### config.mk
export PLATFORM = sky130hd
export DESIGN_NAME = cotc_host
export DESIGN_NICKNAME = d
export VERILOG_FILES = /design/src/cotc_pkg.sv /design/src/cotc_host.sv /design/src/cotc_rst_sync.sv /design/src/cotc_guard.sv
export SDC_FILE = /design/constraint.sdc
export NUM_CORES = 1
export LEC_CHECK = 0
export BUFFER_PORTS_ARGS = -buffer_cell sky130_fd_sc_hd__buf_2
export CAP_MARGIN = 20
export CORE_ASPECT_RATIO = 0.8
export CORE_MARGIN = 1.5
export CORE_UTILIZATION = 30
export CTS_CLUSTER_DIAMETER = 120
export DETAILED_ROUTE_END_ITERATION = 16
export PLACE_DENSITY = 0.57
export SLEW_MARGIN = 5
export SYNTH_ARGS = -nofsm -noshare
export SYNTH_HDL_FRONTEND = slang
export SYNTH_SLANG_ARGS = --single-unit
### constraint.sdc
create_clock -name sys_clk -period 2.9 [get_ports sys_clk]
set_input_delay 0.435 -clock sys_clk [delete_from_list [all_inputs] [get_ports sys_clk]]
set_output_delay 0.435 -clock sys_clk [all_outputs]
set_load 0.05 [all_outputs]
### src/cotc_pkg.sv
package cotc_pkg;
   // register word addresses of the controller's own port
   localparam logic [3:0] ADR_CTRL = 4'h0;
   localparam logic [3:0] ADR_T1_RELOAD = 4'h1;
   localparam logic [3:0] ADR_T3_RELOAD_HIGH = 4'h2;
   localparam logic [3:0] ADR_T3_RELOAD_LOW = 4'h3;
   localparam logic [3:0] ADR_PRESC = 4'h4;
   localparam logic [3:0] ADR_SRC = 4'h5;
   localparam logic [3:0] ADR_CARRIER_CTRL = 4'h6;
   localparam logic [3:0] ADR_STATUS = 4'h7;
   localparam logic [3:0] ADR_COUNT = 4'h8;
   // control word fields
   localparam int CTRL_START = 0;
   localparam int CTRL_STOP = 1;
   localparam int CTRL_PRESC_APPLY = 2;
   localparam int CTRL_SRC_APPLY = 3;
   localparam int CTRL_READ = 4;
   localparam int CTRL_RSEL_LO = 5;
   localparam int CTRL_PRESC_RUN = 7;
   // status word fields
   localparam int STAT_ERR = 0;
   localparam int STAT_BUSY = 1;
   localparam int STAT_RUN_LO = 2;
   localparam int STAT_PRUN = 5;
   // run / source bit positions per timer
   localparam int TMR1 = 0;
   localparam int TMR3 = 2;
   // carrier control register: bit 0 = auto-control enable
   localparam int C2_AUTO = 0;
   localparam int C2_W = 2;
   // widths
   localparam int T1_W = 10;
   localparam int T3_W = 8;
   localparam int PRESC_W = 3;
   localparam int DW = 32;
   // reset values
   localparam logic [T1_W-1:0] T1_RELOAD_RST = 10'h000;
   localparam logic [T3_W-1:0] T3_RELOAD_RST = 8'h00;
   localparam logic [PRESC_W-1:0] PRESC_RST = 3'h0;
   localparam logic [2:0] SRC_RST = 3'h0;
   localparam logic [C2_W-1:0] C2_RST = 2'h0;
   // quiet cycles demanded before a guarded write is let through
   localparam int GUARD_QUIET = 1;

   // device command opcodes on the command pins
   typedef enum logic [3:0] {
      OP_NONE = 4'h0,
      OP_PRESC_RUN = 4'h1,
      OP_PRESC_RATIO = 4'h2,
      OP_SRC = 4'h3,
      OP_RUN = 4'h4,
      OP_RELOAD1 = 4'h5,
      OP_RELOAD3H = 4'h6,
      OP_RELOAD3L = 4'h7,
      OP_CARRIER = 4'h8,
      OP_READ = 4'h9
   } cotc_op_t;

   // sequencer states, one-hot
   typedef enum logic [6:0] {
      ST_IDLE = 7'h01,
      ST_PRESC = 7'h02,
      ST_SRC = 7'h04,
      ST_READ = 7'h08,
      ST_START = 7'h10,
      ST_STOP = 7'h20,
      ST_GUARD = 7'h40
   } cotc_state_t;

   // one command toward the device
   typedef struct packed {
      logic strobe;
      cotc_op_t op;
      logic [T1_W-1:0] arg;
   } cotc_cmd_t;

   // software register port
   typedef struct packed {
      logic [3:0] addr;
      logic [DW-1:0] wdata;
      logic wr;
      logic rd;
   } cotc_bus_t;
endpackage

### src/cotc_host.sv
// Chosen here: the placing of the registers and the strobed register port.
`timescale 1ns/1ps
// Behaviour
// prescaler ratio changed only while prescaler halted
// halt a timer before changing its source
// halt a timer before reading its count
// timer 1 reload write avoids underflow
// timer 3 high reload write avoids underflow
// timer 1 and carrier set before timer 3 runs
// stop timer 3, then timer 1, carrier off; the code turns the carrier off first, then halts timer 3, then timer 1
// device holds pin when auto-control cleared
// device resumes gating at next timer 1 underflow
// auto-control bit not toggled at underflow
// auto-control uses carrier as timer 1 source; the code forces it only at source apply
// no timer 1 reload load at count zero
// carrier control is two bits, bit0 auto
// device toggles gating on each timer 1 underflow; the model skips the first one after auto is set, which only arms
module cotc_host
   import cotc_pkg::*;
(
   input wire logic sys_clk,
   input wire logic rst_b,
   input wire logic [3:0] bus_addr,
   input wire logic [DW-1:0] bus_wdata,
   input wire logic bus_wr,
   input wire logic bus_rd,
   output logic [DW-1:0] bus_rdata,
   output logic dev_strobe,
   output cotc_op_t dev_op,
   output logic [T1_W-1:0] dev_arg,
   input wire logic [T1_W-1:0] dev_rdata,
   input wire logic dev_t1_uf,
   input wire logic dev_t3_uf
);
   // all controller state
   typedef struct packed {
      cotc_state_t st;
      logic [2:0] step;
      logic [T1_W-1:0] t1_rl;
      logic [T3_W-1:0] t3_rh;
      logic [T3_W-1:0] t3_rl;
      logic [PRESC_W-1:0] presc;
      logic presc_run;
      logic [2:0] src;
      logic [C2_W-1:0] c2;
      logic [2:0] run;
      logic [1:0] rsel;
      logic [T1_W-1:0] count;
      logic err;
      cotc_op_t gop;
      cotc_cmd_t cmd;
      logic [DW-1:0] rdata;
   } cotc_hs_t;

   cotc_hs_t s_q, s_d;
   logic rst_sync_b; // released reset
   logic g_req; // guarded write waiting
   logic g_hazard; // underflow hazard for that write
   logic g_go; // guarded write may go
   logic busy; // a sequence is running
   logic sw_err; // refused software order this cycle
   logic [2:0] auto_src; // source bits with auto-control honoured

   cotc_rst_sync u_rst (
      .sys_clk(sys_clk),
      .rst_b(rst_b),
      .rst_sync_b(rst_sync_b)
   );

   // hazard depends on which register the pending write targets
   always_comb begin
      g_req = (s_q.st == ST_GUARD);
      case (s_q.gop)
         OP_RELOAD1: g_hazard = dev_t1_uf; // see R4
         OP_CARRIER: g_hazard = dev_t1_uf;
         OP_RELOAD3H: g_hazard = dev_t3_uf;
         default: g_hazard = 1'b0;
      endcase
   end

   cotc_guard #(
      .QUIET(GUARD_QUIET)
   ) u_guard (
      .sys_clk(sys_clk),
      .rst_sync_b(rst_sync_b),
      .req(g_req),
      .hazard(g_hazard),
      .go(g_go)
   );

   assign busy = (s_q.st != ST_IDLE);
   // carrier clocks timer 1 from the next source apply while auto-control is on
   assign auto_src = s_q.c2[C2_AUTO] ? (s_q.src | 3'h1) : s_q.src;

   // next state: bus decode, then sequencer
   always_comb begin
      s_d = s_q;
      s_d.cmd = '0;
      s_d.cmd.op = OP_NONE;
      sw_err = 1'b0;

      // register reads answer one cycle later
      s_d.rdata = '0;
      if (bus_rd) begin
         case (bus_addr)
            ADR_CTRL: s_d.rdata = {24'h000000, s_q.presc_run, s_q.rsel,
                                   5'h00};
            ADR_T1_RELOAD: s_d.rdata = {22'h000000, s_q.t1_rl};
            ADR_T3_RELOAD_HIGH: s_d.rdata = {24'h000000, s_q.t3_rh};
            ADR_T3_RELOAD_LOW: s_d.rdata = {24'h000000, s_q.t3_rl};
            ADR_PRESC: s_d.rdata = {29'h00000000, s_q.presc};
            ADR_SRC: s_d.rdata = {29'h00000000, s_q.src};
            ADR_CARRIER_CTRL: s_d.rdata = {30'h00000000, s_q.c2};
            ADR_STATUS: s_d.rdata = {26'h0000000, s_q.presc_run,
                                     s_q.run, busy, s_q.err};
            ADR_COUNT: s_d.rdata = {22'h000000, s_q.count};
            default: s_d.rdata = '0; // unmapped reads zero
         endcase
      end

      // software writes; orders that find the sequencer busy are refused
      if (bus_wr) begin
         case (bus_addr)
            ADR_CTRL: begin
               if (busy) begin
                  sw_err = |bus_wdata[CTRL_READ:CTRL_START];
               end else if (bus_wdata[CTRL_START]) begin
                  // start only from fully halted timers
                  if (s_q.run[TMR1] || s_q.run[TMR3]) begin
                     sw_err = 1'b1;
                  end else begin
                     s_d.st = ST_START;
                     s_d.step = 3'h0;
                  end
               end else if (bus_wdata[CTRL_STOP]) begin
                  s_d.st = ST_STOP;
                  s_d.step = 3'h0;
               end else if (bus_wdata[CTRL_PRESC_APPLY]) begin
                  s_d.presc_run = bus_wdata[CTRL_PRESC_RUN];
                  s_d.st = ST_PRESC;
                  s_d.step = 3'h0;
               end else if (bus_wdata[CTRL_SRC_APPLY]) begin
                  s_d.st = ST_SRC;
                  s_d.step = 3'h0;
               end else if (bus_wdata[CTRL_READ]) begin
                  s_d.rsel = bus_wdata[CTRL_RSEL_LO+1:CTRL_RSEL_LO];
                  s_d.st = ST_READ;
                  s_d.step = 3'h0;
               end
            end
            ADR_T1_RELOAD: begin
               if (busy) begin
                  sw_err = 1'b1;
               end else begin
                  s_d.t1_rl = bus_wdata[T1_W-1:0];
                  // a running timer takes it through the guard
                  if (s_q.run[TMR1]) begin
                     s_d.st = ST_GUARD;
                     s_d.gop = OP_RELOAD1;
                  end
               end
            end
            ADR_T3_RELOAD_HIGH: begin
               if (busy) begin
                  sw_err = 1'b1;
               end else begin
                  s_d.t3_rh = bus_wdata[T3_W-1:0];
                  if (s_q.run[TMR3]) begin
                     s_d.st = ST_GUARD;
                     s_d.gop = OP_RELOAD3H;
                  end
               end
            end
            ADR_T3_RELOAD_LOW: begin
               if (busy) begin
                  sw_err = 1'b1;
               end else begin
                  s_d.t3_rl = bus_wdata[T3_W-1:0];
                  if (s_q.run[TMR3]) begin
                     s_d.st = ST_GUARD;
                     s_d.gop = OP_RELOAD3L;
                  end
               end
            end
            ADR_PRESC: begin
               // stored only; applied by the halting sequence
               if (busy) sw_err = 1'b1;
               else s_d.presc = bus_wdata[PRESC_W-1:0];
            end
            ADR_SRC: begin
               if (busy) sw_err = 1'b1;
               else s_d.src = bus_wdata[2:0];
            end
            ADR_CARRIER_CTRL: begin
               if (busy) begin
                  sw_err = 1'b1;
               end else begin
                  s_d.c2 = bus_wdata[C2_W-1:0];
                  if (s_q.run[TMR1]) begin
                     s_d.st = ST_GUARD;
                     s_d.gop = OP_CARRIER;
                  end
               end
            end
            ADR_STATUS: begin
               if (bus_wdata[STAT_ERR]) s_d.err = 1'b0;
            end
            default: ; // unmapped writes are dropped
         endcase
      end

      // sequencer: at most one device command per step
      case (s_q.st)
         ST_IDLE: ;
         ST_PRESC: begin
            s_d.step = s_q.step + 3'h1;
            case (s_q.step)
               3'h0: begin
                  // halt first so the ratio never changes under count
                  s_d.cmd = '{1'b1, OP_PRESC_RUN, 10'h000};
               end
               3'h1: begin
                  s_d.cmd = '{1'b1, OP_PRESC_RATIO, {7'h00, s_q.presc}};
               end
               default: begin
                  s_d.cmd = '{1'b1, OP_PRESC_RUN, {9'h000, s_q.presc_run}};
                  s_d.st = ST_IDLE;
               end
            endcase
         end
         ST_SRC: begin
            s_d.step = s_q.step + 3'h1;
            if (s_q.step == 3'h0) begin
               // timers stay halted; software restarts them
               s_d.cmd = '{1'b1, OP_RUN, 10'h000};
               s_d.run = 3'h0;
            end else begin
               s_d.cmd = '{1'b1, OP_SRC, {7'h00, auto_src}};
               s_d.st = ST_IDLE;
            end
         end
         ST_READ: begin
            s_d.step = s_q.step + 3'h1;
            case (s_q.step)
               3'h0: begin
                  // freeze the chosen timer before sampling it
                  s_d.cmd = '{1'b1, OP_RUN,
                     {7'h00, s_q.run & ~(3'h1 << s_q.rsel)}};
               end
               3'h1: s_d.cmd = '{1'b1, OP_READ, {8'h00, s_q.rsel}};
               3'h2: s_d.count = dev_rdata; // answer stands this cycle
               default: begin
                  s_d.cmd = '{1'b1, OP_RUN, {7'h00, s_q.run}};
                  s_d.st = ST_IDLE;
               end
            endcase
         end
         ST_START: begin
            // timer 3 is the last thing switched on
            s_d.step = s_q.step + 3'h1;
            case (s_q.step)
               3'h0: s_d.cmd = '{1'b1, OP_RELOAD1, s_q.t1_rl};
               3'h1: s_d.cmd = '{1'b1, OP_RELOAD3H, {2'h0, s_q.t3_rh}};
               3'h2: s_d.cmd = '{1'b1, OP_RELOAD3L, {2'h0, s_q.t3_rl}};
               3'h3: s_d.cmd = '{1'b1, OP_CARRIER, {8'h00, s_q.c2}};
               3'h4: begin
                  s_d.cmd = '{1'b1, OP_RUN, {7'h00, s_q.run | 3'h1}};
                  s_d.run[TMR1] = 1'b1;
               end
               default: begin
                  s_d.cmd = '{1'b1, OP_RUN, {7'h00, s_q.run | 3'h4}};
                  s_d.run[TMR3] = 1'b1;
                  s_d.st = ST_IDLE;
               end
            endcase
         end
         ST_STOP: begin
            case (s_q.step)
               3'h0: begin
                  // carrier off, held until no timer 1 underflow near
                  if (!dev_t1_uf) begin
                     s_d.c2[C2_AUTO] = 1'b0;
                     s_d.cmd = '{1'b1, OP_CARRIER,
                        {8'h00, s_q.c2[1], 1'b0}}; // see R7
                     s_d.step = 3'h1;
                  end
               end
               3'h1: begin
                  s_d.cmd = '{1'b1, OP_RUN, {7'h00, s_q.run & 3'h3}};
                  s_d.run[TMR3] = 1'b0;
                  s_d.step = 3'h2;
               end
               default: begin
                  s_d.cmd = '{1'b1, OP_RUN, {7'h00, s_q.run & 3'h2}};
                  s_d.run[TMR1] = 1'b0;
                  s_d.st = ST_IDLE;
               end
            endcase
         end
         ST_GUARD: begin
            // single write to a running timer, clear of underflow except the timer 3 low reload
            if (g_go) begin
               case (s_q.gop)
                  OP_RELOAD1: s_d.cmd = '{1'b1, OP_RELOAD1, s_q.t1_rl};
                  OP_RELOAD3H: begin
                     s_d.cmd = '{1'b1, OP_RELOAD3H, {2'h0, s_q.t3_rh}};
                  end
                  OP_RELOAD3L: begin
                     s_d.cmd = '{1'b1, OP_RELOAD3L, {2'h0, s_q.t3_rl}};
                  end
                  default: s_d.cmd = '{1'b1, OP_CARRIER, {8'h00, s_q.c2}};
               endcase
               s_d.st = ST_IDLE;
            end
         end
         default: s_d.st = ST_IDLE; // illegal code recovers
      endcase

      // a refusal in the clearing cycle still sets the flag
      if (sw_err) s_d.err = 1'b1;
   end

   // one register for all state
   always_ff @(posedge sys_clk or negedge rst_sync_b) begin
      if (!rst_sync_b) begin
         s_q.st <= ST_IDLE;
         s_q.step <= 3'h0;
         s_q.t1_rl <= T1_RELOAD_RST;
         s_q.t3_rh <= T3_RELOAD_RST;
         s_q.t3_rl <= T3_RELOAD_RST;
         s_q.presc <= PRESC_RST;
         s_q.presc_run <= 1'b0;
         s_q.src <= SRC_RST;
         s_q.c2 <= C2_RST;
         s_q.run <= 3'h0;
         s_q.rsel <= 2'h0;
         s_q.count <= 10'h000;
         s_q.err <= 1'b0;
         s_q.gop <= OP_NONE;
         s_q.cmd <= '0;
         s_q.rdata <= '0;
      end else begin
         s_q <= s_d;
      end
   end

   // device pins straight from flip-flops
   assign dev_strobe = s_q.cmd.strobe;
   assign dev_op = s_q.cmd.op;
   assign dev_arg = s_q.cmd.arg;
   assign bus_rdata = s_q.rdata;
endmodule // cotc_host

### src/cotc_rst_sync.sv
`timescale 1ns/1ps
module cotc_rst_sync (
   input wire logic sys_clk,
   input wire logic rst_b,
   output logic rst_sync_b
);
   // two-stage release; the first stage feeds only the second
   typedef struct packed {
      logic s1;
      logic s2;
   } cotc_rs_t;
   cotc_rs_t s_q, s_d;

   // next value: shift a one in
   always_comb begin
      s_d = s_q;
      s_d.s1 = 1'b1;
      s_d.s2 = s_q.s1;
   end

   // assertion is immediate, release is clocked
   always_ff @(posedge sys_clk or negedge rst_b) begin
      if (!rst_b) begin
         s_q <= '0;
      end else begin
         s_q <= s_d;
      end
   end

   assign rst_sync_b = s_q.s2;
endmodule // cotc_rst_sync

### src/cotc_guard.sv
`timescale 1ns/1ps
module cotc_guard #(
   parameter int QUIET = 1
) (
   input wire logic sys_clk,
   input wire logic rst_sync_b,
   input wire logic req,
   input wire logic hazard,
   output logic go
);
   // counts cycles with the hazard low; saturates at QUIET
   typedef struct packed {
      logic [7:0] quiet;
   } cotc_gs_t;
   cotc_gs_t g_q, g_d;

   // hazard or an idle guard restarts the count, so none is stale
   always_comb begin
      g_d = g_q;
      if (hazard || !req) begin
         g_d.quiet = 8'h00;
      end else if (g_q.quiet < 8'(QUIET)) begin
         g_d.quiet = g_q.quiet + 8'h01;
      end
   end

   always_ff @(posedge sys_clk or negedge rst_sync_b) begin
      if (!rst_sync_b) begin
         g_q <= '0;
      end else begin
         g_q <= g_d;
      end
   end

   // released only when quiet long enough and still quiet now
   assign go = req && !hazard && (g_q.quiet >= 8'(QUIET));
endmodule // cotc_guard

* Word level (Yosys, flattened, before mapping)
Cells that the tools add are included.
Word-level totals: register bits after elaboration 121, output and inout port bits 47
Cells by class: $add $sub $neg 2, order comparisons 2, eq/ne operators 37, shift operators 1, muxes and demuxes 84, bitwise gates (word level) 7, reductions and logical operators 37
Operators with widths (number):
- two-way mux 10 bit | 9
- case mux 10 bit (9 select lines) | 1
- case mux 15 bit (6 select lines) | 1
- case mux 14 bit (5 select lines) | 1
- two-way mux 7 bit | 9
- two-way mux 8 bit | 6
- two-way mux 45 bit | 1
- case mux 15 bit (3 select lines) | 1
- case mux 14 bit (3 select lines) | 1
- case mux 7 bit (6 select lines) | 1
- two-way mux 32 bit | 1
- two-way mux 4 bit | 8
- two-way mux 15 bit | 2
- case mux 15 bit (2 select lines) | 1
- == test 4 x 3 -> 1 bit (second input constant) | 7
- case mux 12 bit (2 select lines) | 1
- inequality test 2 bit (second input constant) | 11
- two-way mux 1 bit | 21
- two-way mux 3 bit | 7
- case mux 7 bit (3 select lines) | 1
- AND reduction 3 bit | 7
- case mux 4 bit (4 select lines) | 1
- two-way mux 13 bit | 1
- case mux 3 bit (2 select lines) | 2
- 45 further kinds | 68

* Logic depth before layout (Yosys ltp)
Gate-level depths: netlist of the first run.
depth in word-level cells 11, mapped depth 9

* Cells and area by module
From an unflattened synthesis of the first run, not the netlist that was laid out.
Second synthesis, totals: cell total of the unflattened synthesis 563, area, all modules 5745.5 um2
By module, submodules not included:
- cotc_host | instances 1, cells an instance 527, area an instance 5307.6 um2
- cotc_guard | instances 1, cells an instance 33, area an instance 384.1 um2
- cotc_rst_sync | instances 1, cells an instance 3, area an instance 53.8 um2

* Worst setup path after synthesis of the first run
No wires, ideal clock.
path type register -> register, from register u_guard.g_q[0] (netlist bit), to register s_q (netlist bit dev_arg[1]), setup time 0.142 ns, arrival 2.010 ns, slack 0.749 ns, cell stages (with the launch flop) 8, period minus slack after synthesis 2.151 ns, cells stage by stage dfrtp_1 -> inv_1 -> ha_1 -> or4b_1 -> nor4_4 -> a2111oi_4 -> a221oi_1 -> o221ai_1
RTL lines:
- start: declaration | line cotc_guard.sv:15 | cotc_gs_t g_q, g_d;
- start signal: assignment | line cotc_guard.sv:31 | g_q <= g_d;
- end: declaration | line cotc_host.sv:55 | cotc_hs_t s_q, s_d;

==> results of run 1 <==
[per-layer routing]
layer | GRT usage | vias up | part of all wire
li1 | - | 1963 | -
met1 | 0.2566 | 2239 | 0.49
met2 | 0.2309 | 219 | 0.41
met3 | 0.04542 | 15 | 0.093
met4 | 0.02941 | 0 | 0.0078
met5 | 0 | - | 0
[layout make-up]
| cell class | count | share of cell area |
|---|---|---|
| multi-input cells | 364 | 0.4325 |
| flip-flops and latches | 99 | 0.3931 |
| repair buffers | 73 | 0.06776 |
| well taps | 253 | 0.05013 |
| clock buffers | 12 | 0.03903 |
| inverters | 16 | 0.009511 |
| clock inverters | 4 | 0.007925 |
[sequential cells by signal (all words and copies together) (netlist names)]
signal and count:
dev_op 4, u_rst.s_d 1, u_rst.rst_sync_b 1, s_q 64, bus_rdata 10, u_guard.g_q 8
dev_arg 10, dev_strobe 1
[how the worst min path moves through the flow]
stage | from | end | slack [ns]
6_report | dev_rdata[7] | s_q[59]$_DFFE_PN0P_ | 0.32
5_1_grt | dev_rdata[2] | s_q[54]$_DFFE_PN0P_ | 0.32
4_1_cts | dev_rdata[7] | s_q[59]$_DFFE_PN0P_ | 0.31
3_5_place_dp | rst_b | u_rst.s_d[0]$_DFF_PN0_ | 0.22
3_3_place_gp | rst_b | u_rst.s_d[0]$_DFF_PN0_ | 0.22
2_1_floorplan | rst_b | u_rst.rst_sync_b$_DFF_PN0_ | 0.14
[worst reg2reg max path, delay by kind of cell (launching register included)]
family	cells	cell delay, ns
AOI/OAI and AO/OA	2	0.65
adders and majority gates	1	0.47
buffers and inverters	1	0.13
DFF	1	0.47
and+or+nand+nor	2	0.66
[kinds of logic (layout without fill, tap and decap cells)]
family,count (synthesis),after routing
DFF,99,99
muxes,61,61
other,2,23
AOI/OAI and AO/OA,129,129
xor gates and xnor gates,2,2
adders and majority gates,8,8
and+or+nand+nor,141,141
buffers and inverters,90,105
[power breakdown]
| part | switching, mW | leakage, nW | internal [mW] |
|---|---|---|---|
| logic | 0.755 | 1.40 | 0.561 |
| clock network | 0.517 | 0.139 | 0.692 |
| registers | 0.351 | 1.30 | 1.65 |
[cell usage in the layout, fill, tap and decap left out, types with 3 or more instances in the layout]
cell type / synthesis / routed
nor3_1: 9 / 9
a31oi_1: 8 / 8
nand3_1: 4 / 4
nor2b_1: 9 / 9
o21a_1: 6 / 6
a41oi_1: 3 / 3
nand2_1: 32 / 32
o22ai_1: 9 / 9
dfrtp_1: 98 / 97
mux2_2: 56 / 56
conb_1: 2 / 23
ha_1: 8 / 8
and3_1: 4 / 4
a222oi_1: 4 / 4
nor2_1: 20 / 20
nand4_1: 3 / 3
or4_1: 3 / 3
buf_2: 2 / 54
nor4_1: 7 / 6
nor4bb_1: 3 / 3
and2_1: 12 / 12
a21oi_1: 17 / 17
buf_4: 51 / 17
o211ai_1: 3 / 3
mux2i_1: 5 / 5
o21ai_0: 12 / 12
a22oi_1: 33 / 33
nand2b_1: 6 / 6
a22o_1: 6 / 6
inv_1: 16 / 16
clkbuf_16: 0 / 9
[what timing repair did]
action | in CTS | in global routing
hold endpoints to repair | 2 | 0
setup endpoints to repair | 0 | 0
resized for setup | 0 | 0
hold buffers | 1 | 0
[cells in the mapped netlist (11+ instances only)]
| library cell | number |
|---|---|
| inv_1 | 16 |
| nor2_1 | 20 |
| and2_1 | 12 |
| mux2_2 | 56 |
| nand2_1 | 32 |
| clkbuf_1 | 11 |
| o21ai_0 | 12 |
| a21oi_1 | 17 |
| a22oi_1 | 33 |
| buf_4 | 51 |
| dfrtp_1 | 98 |
[stage by stage]
| step | hold slack [ns] | std cells |
|---|---|---|
| after detailed placement | 0.2244 | 804 |
| after global routing | 0.3241 | 821 |
| after CTS | 0.3148 | 821 |
| after floorplan | 0.1394 | 553 |
| final | 0.3201 | 821 |
| after global placement | 0.2233 | 804 |
==> results.json, run 1 <==
{
  "cts_tree": "built",
  "num_rows": 44,
  "synth_top_family_by_area": "compound AO/OA/AOI/OAI gates",
  "outcome": "complete, no violations",
  "ir_worst_vdd_mv": 0.2952,
  "grt.total_usage": 0.1664,
  "max-cap-violations": 0,
  "final_area_sq_mm": 0.006315,
  "dr.pass1.iters": 5,
  "setup_viol": 0,
  "fin_setup_tns_ns": 0,
  "yosysWarningCount": 0,
  "die_area_sq_mm": 0.01983,
  "start_kind": "flop",
  "wl_per_cell_microns": 19.61,
  "reg2reg_depth": 6,
  "synth-adder-area-share": 0.01757,
  "overflow": 0,
  "synth_top_area_frac": 0.4304,
  "grt_pass1_wl_microns": 24960,
  "final.min_clock_period_ns": 2.563,
  "fin_skew_ns": 0.005586,
  "crit_cells": 6,
  "r2r_start": "s_q[103]$_DFF_PN0_",
  "path_buf_inv": 1,
  "antenna_left": 0,
  "diodes": 0,
  "end_kind": "flop",
  "coreArea_sq_mm": 0.01839,
  "period_share": 0.8839,
  "die_x_microns": 157.1,
  "crit_path_max_fanout": 12,
  "dpl_cell_area_sq_mm": 0.006008,
  "clk_latency_ns": 0.34,
  "drc_errors": 0,
  "synth_cell_type_count": 82,
  "vias": 4436,
  "clkTransAtPathRegs_ns": 0.07,
  "viasPerCell": 5.403,
  "synth_area_leader_cell": "dfrtp_1",
  "ys.flop_type": "dfrtp_1",
  "tightest_slew_ns": 0.9710,
  "crit_end": "dev_arg[1]$_DFF_PN0_",
  "grt_max_degree": 56,
  "layout-drive-gt1-share": 0.2923,
  "total_power_mw": 4.529,
  "regToRegEndpoint": "dev_arg[1]$_DFF_PN0_",
  "p_per_area_mw_per_mm2": 717.2,
  "drt_iter0_markers": 453,
  "final_util": 0.3434,
  "synthTopCellsByArea": "dfrtp_1, mux2_2, buf_4",
  "first_global_vias": 4270,
  "cts_max_level": 3,
  "worstHoldPathType": "primary input to flop",
  "setup_slack_ns": 0.3366,
  "path_cells": "inv_1 -> ha_1 -> and2b_1 -> nor2_8 -> a211oi_1 -> o221ai_1",
  "synthCells": 532,
  "cp.arrival_ns": 2.74,
  "yosys.area_share.simple": 0.1495,
  "muxShareOfSynthArea": 0.1195,
  "critPathLaunch": "s_q[103]$_DFF_PN0_",
  "final_max_slew_viol_count": 0,
  "start_util": 0.3099,
  "antenna_found_initial": 0,
  "num-fill-cells": 1879,
  "ios": 99,
  "syn_area_per_cell_sq_um": 10.71,
  "cts_root_buffer": "clkbuf_16",
  "numCtsBuffers": 9,
  "crit_slowest_cell": "and2b_1",
  "fmax_mhz": 390.1,
  "seq_area_sq_mm": 0.002482,
  "fin_nets": 623,
  "post_cts_buffers": 0,
  "gp_congestion": 0.9446,
  "crit_type": "flop to flop",
  "synth_compound_area_frac": 0.1724,
  "relSlewSlack": 0.3483,
  "dp_hpwl_microns": 11980,
  "p_leak_nw": 2.838,
  "syn2layout_area_growth_pct": 10.83,
  "critPathTopFamily": "simple AND/OR/NAND/NOR gates",
  "finalHoldViolCount": 0,
  "synthXorXnorAreaFrac": 0.003074,
  "rsz0062_at_grt": "false",
  "place_ws_ns": 0.4105,
  "die_y_microns": 126.3,
  "syn_area_sq_mm": 0.005698,
  "rrSetupSlack_ns": 0.34,
  "cts_sinks": 99,
  "critical_path.max_stage_delay_ns": 0.56,
  "ys_seq_elements": 99,
  "cts_buffer_depth": 2,
  "multi_input_area_sq_mm": 0.002731,
  "synth-edff-count": 0,
  "ys_seq_area_frac": 0.4350,
  "wl_microns": 16100,
  "required_ns": 3.08,
  "io_buffers": 54,
  "synthArstFlopShare": 1.000,
  "hold_depth": 2
}
No activity file was read; power rests on OpenSTA's default activity.
==> inputs of run 2 (changes only) <==
==> constraint.sdc (replaced) <==
create_clock -name sys_clk -period 2.9 [get_ports sys_clk]
set_input_delay 0.145 -clock sys_clk [delete_from_list [all_inputs] [get_ports sys_clk]]
set_output_delay 0.145 -clock sys_clk [all_outputs]
set_load 0.05 [all_outputs]
==> results.json, run 2 (synthesized netlist as in run 1, its figures left out) <==
{
  "dp_hpwl_microns": 11870,
  "p_per_area_mw_per_mm2": 729.0,
  "num_rows": 44,
  "drt_iter0_markers": 292,
  "clkTransAtPathRegs_ns": 0.07,
  "antenna_found_initial": 0,
  "layout-drive-gt1-share": 0.2940,
  "wl_per_cell_microns": 19.36,
  "regToRegEndpoint": "dev_arg[1]$_DFF_PN0_",
  "largest_reg_flops": 64,
  "cts-hold-fix-buffers": 1,
  "cp.arrival_ns": 2.73,
  "crit_type": "flop to flop",
  "period_share": 0.8785,
  "setup_viol": 0,
  "numCtsBuffers": 9,
  "cts_root_buffer": "clkbuf_16",
  "grt_max_degree": 57,
  "post_cts_buffers": 0,
  "die_y_microns": 126.3,
  "vias": 4335,
  "fmax_mhz": 392.5,
  "grt.total_usage": 0.1665,
  "place_inst": 804,
  "final_cell_mix": "dfrtp_1, mux2_2, buf_2, a22oi_1, nand2_1",
  "max-cap-violations": 0,
  "die_x_microns": 157.1,
  "crit_cells": 7,
  "dr.pass1.iters": 5,
  "path_cells": "inv_1 -> ha_1 -> or4b_1 -> nor4_4 -> a2111oi_4 -> a221oi_1 -> o221ai_1",
  "drc_errors": 0,
  "final_area_sq_mm": 0.006346,
  "relSlewSlack": 0.3312,
  "finalHoldViolCount": 0,
  "grt_pass1_wl_microns": 24920,
  "diodes": 0,
  "io_buffers": 54,
  "final_cells": 821,
  "gp_congestion": 0.9301,
  "hold_ws_ns": 0.01702,
  "required_ns": 3.08,
  "ios": 99,
  "fin_nets": 623,
  "layout_commonest_cell": "dfrtp_1",
  "p_leak_nw": 2.854,
  "cts_resized": 0,
  "ir_worst_vdd_mv": 0.3165,
  "viasPerCell": 5.280,
  "start_util": 0.3099,
  "cts_tree": "built",
  "coreArea_sq_mm": 0.01839,
  "tightest_slew_ns": 0.9965,
  "critPathTopFamily": "compound AO/OA/AOI/OAI gates",
  "worstHoldPathType": "primary input to flop",
  "critical_path.max_stage_delay_ns": 0.48,
  "start_kind": "flop",
  "rrSetupSlack_ns": 0.35,
  "clk_latency_ns": 0.35,
  "hold_depth": 2,
  "regMostFlops": "s_q",
  "num-fill-cells": 1926,
  "reg2reg_depth": 7,
  "crit_path_max_fanout": 8,
  "fin_skew_ns": 0.007325,
  "fin_setup_tns_ns": 0,
  "path_buf_inv": 1,
  "crit_slowest_cell": "or4b_1",
  "cts_max_level": 3,
  "dpl_cell_area_sq_mm": 0.006008,
  "overflow": 0,
  "syn2layout_area_growth_pct": 11.37,
  "rsz0062_at_grt": "false",
  "die_area_sq_mm": 0.01983,
  "cts_buffer_depth": 2,
  "end_kind": "flop",
  "final_max_slew_viol_count": 0,
  "antenna_left": 0,
  "final_util": 0.3451,
  "outcome": "complete, no violations",
  "first_global_vias": 4345,
  "critPathLaunch": "u_guard.g_q[0]$_DFFE_PN0P_",
  "final.min_clock_period_ns": 2.548,
  "wl_microns": 15900,
  "r2r_start": "u_guard.g_q[0]$_DFFE_PN0P_",
  "crit_end": "dev_arg[1]$_DFF_PN0_",
  "cts_sinks": 99
}
[run 2: cell types whose count changed in the layout (fill, tap and decap cells not counted), sizes merged]
cell / previous run / this run
clkinvlp: 2 / 1
inv: 16 / 17
bufinv: 1 / 2
clkbuf: 12 / 11
[run 2: how the worst min path moves through the flow]
stage / slack (ns) / to / start
floorplan: -0.15 / u_rst.rst_sync_b$_DFF_PN0_ / rst_b
global placement: -0.06 / u_rst.s_d[0]$_DFF_PN0_ / rst_b
detailed placement: -0.06 / u_rst.s_d[0]$_DFF_PN0_ / rst_b
CTS: 0.01 / s_q[58]$_DFFE_PN0P_ / dev_rdata[6]
global route: 0.01 / s_q[59]$_DFFE_PN0P_ / dev_rdata[7]
finish: 0.02 / s_q[59]$_DFFE_PN0P_ / dev_rdata[7]
[run 2: cell type report]
cell class	count	area, sq um	area share
flip-flops and latches	99	2482	0.3912
repair buffers	73	427.9	0.06743
clock inverters	5	85.08	0.01341
inverters	16	60.06	0.009464
well taps	253	316.6	0.04988
multi-input cells	364	2731	0.4304
clock buffers	11	242.7	0.03825
[run 2: metal layers]
| metal | track usage | part of all wire | up-vias | routed length [microns] |
|---|---|---|---|---|
| li1 | - | - | 1964 | - |
| met1 | 0.2373 | 0.47 | 2170 | 7537 |
| met2 | 0.2356 | 0.42 | 183 | 6598 |
| met3 | 0.06366 | 0.098 | 18 | 1551 |
| met4 | 0.03996 | 0.013 | 0 | 209 |
| met5 | 0 | 0 | - | 0 |
[run 2: power by group]
part,switching (mW),total (mW),internal (mW)
Clock,0.534,1.32,0.785
Combinational,0.724,1.29,0.568
Sequential,0.364,2.02,1.65
Total,1.62,4.63,3.00
[run 2: per-stage QoR]
| stage | setup slack, ns | power [mW] |
|---|---|---|
| 2_1_floorplan | 0.7486 | 2.941 |
| 3_3_place_gp | 0.5351 | 3.262 |
| 3_5_place_dp | 0.4009 | 3.297 |
| 4_1_cts | 0.3955 | 4.629 |
| 5_1_grt | 0.2823 | 4.872 |
| 6_report | 0.3523 | 4.626 |
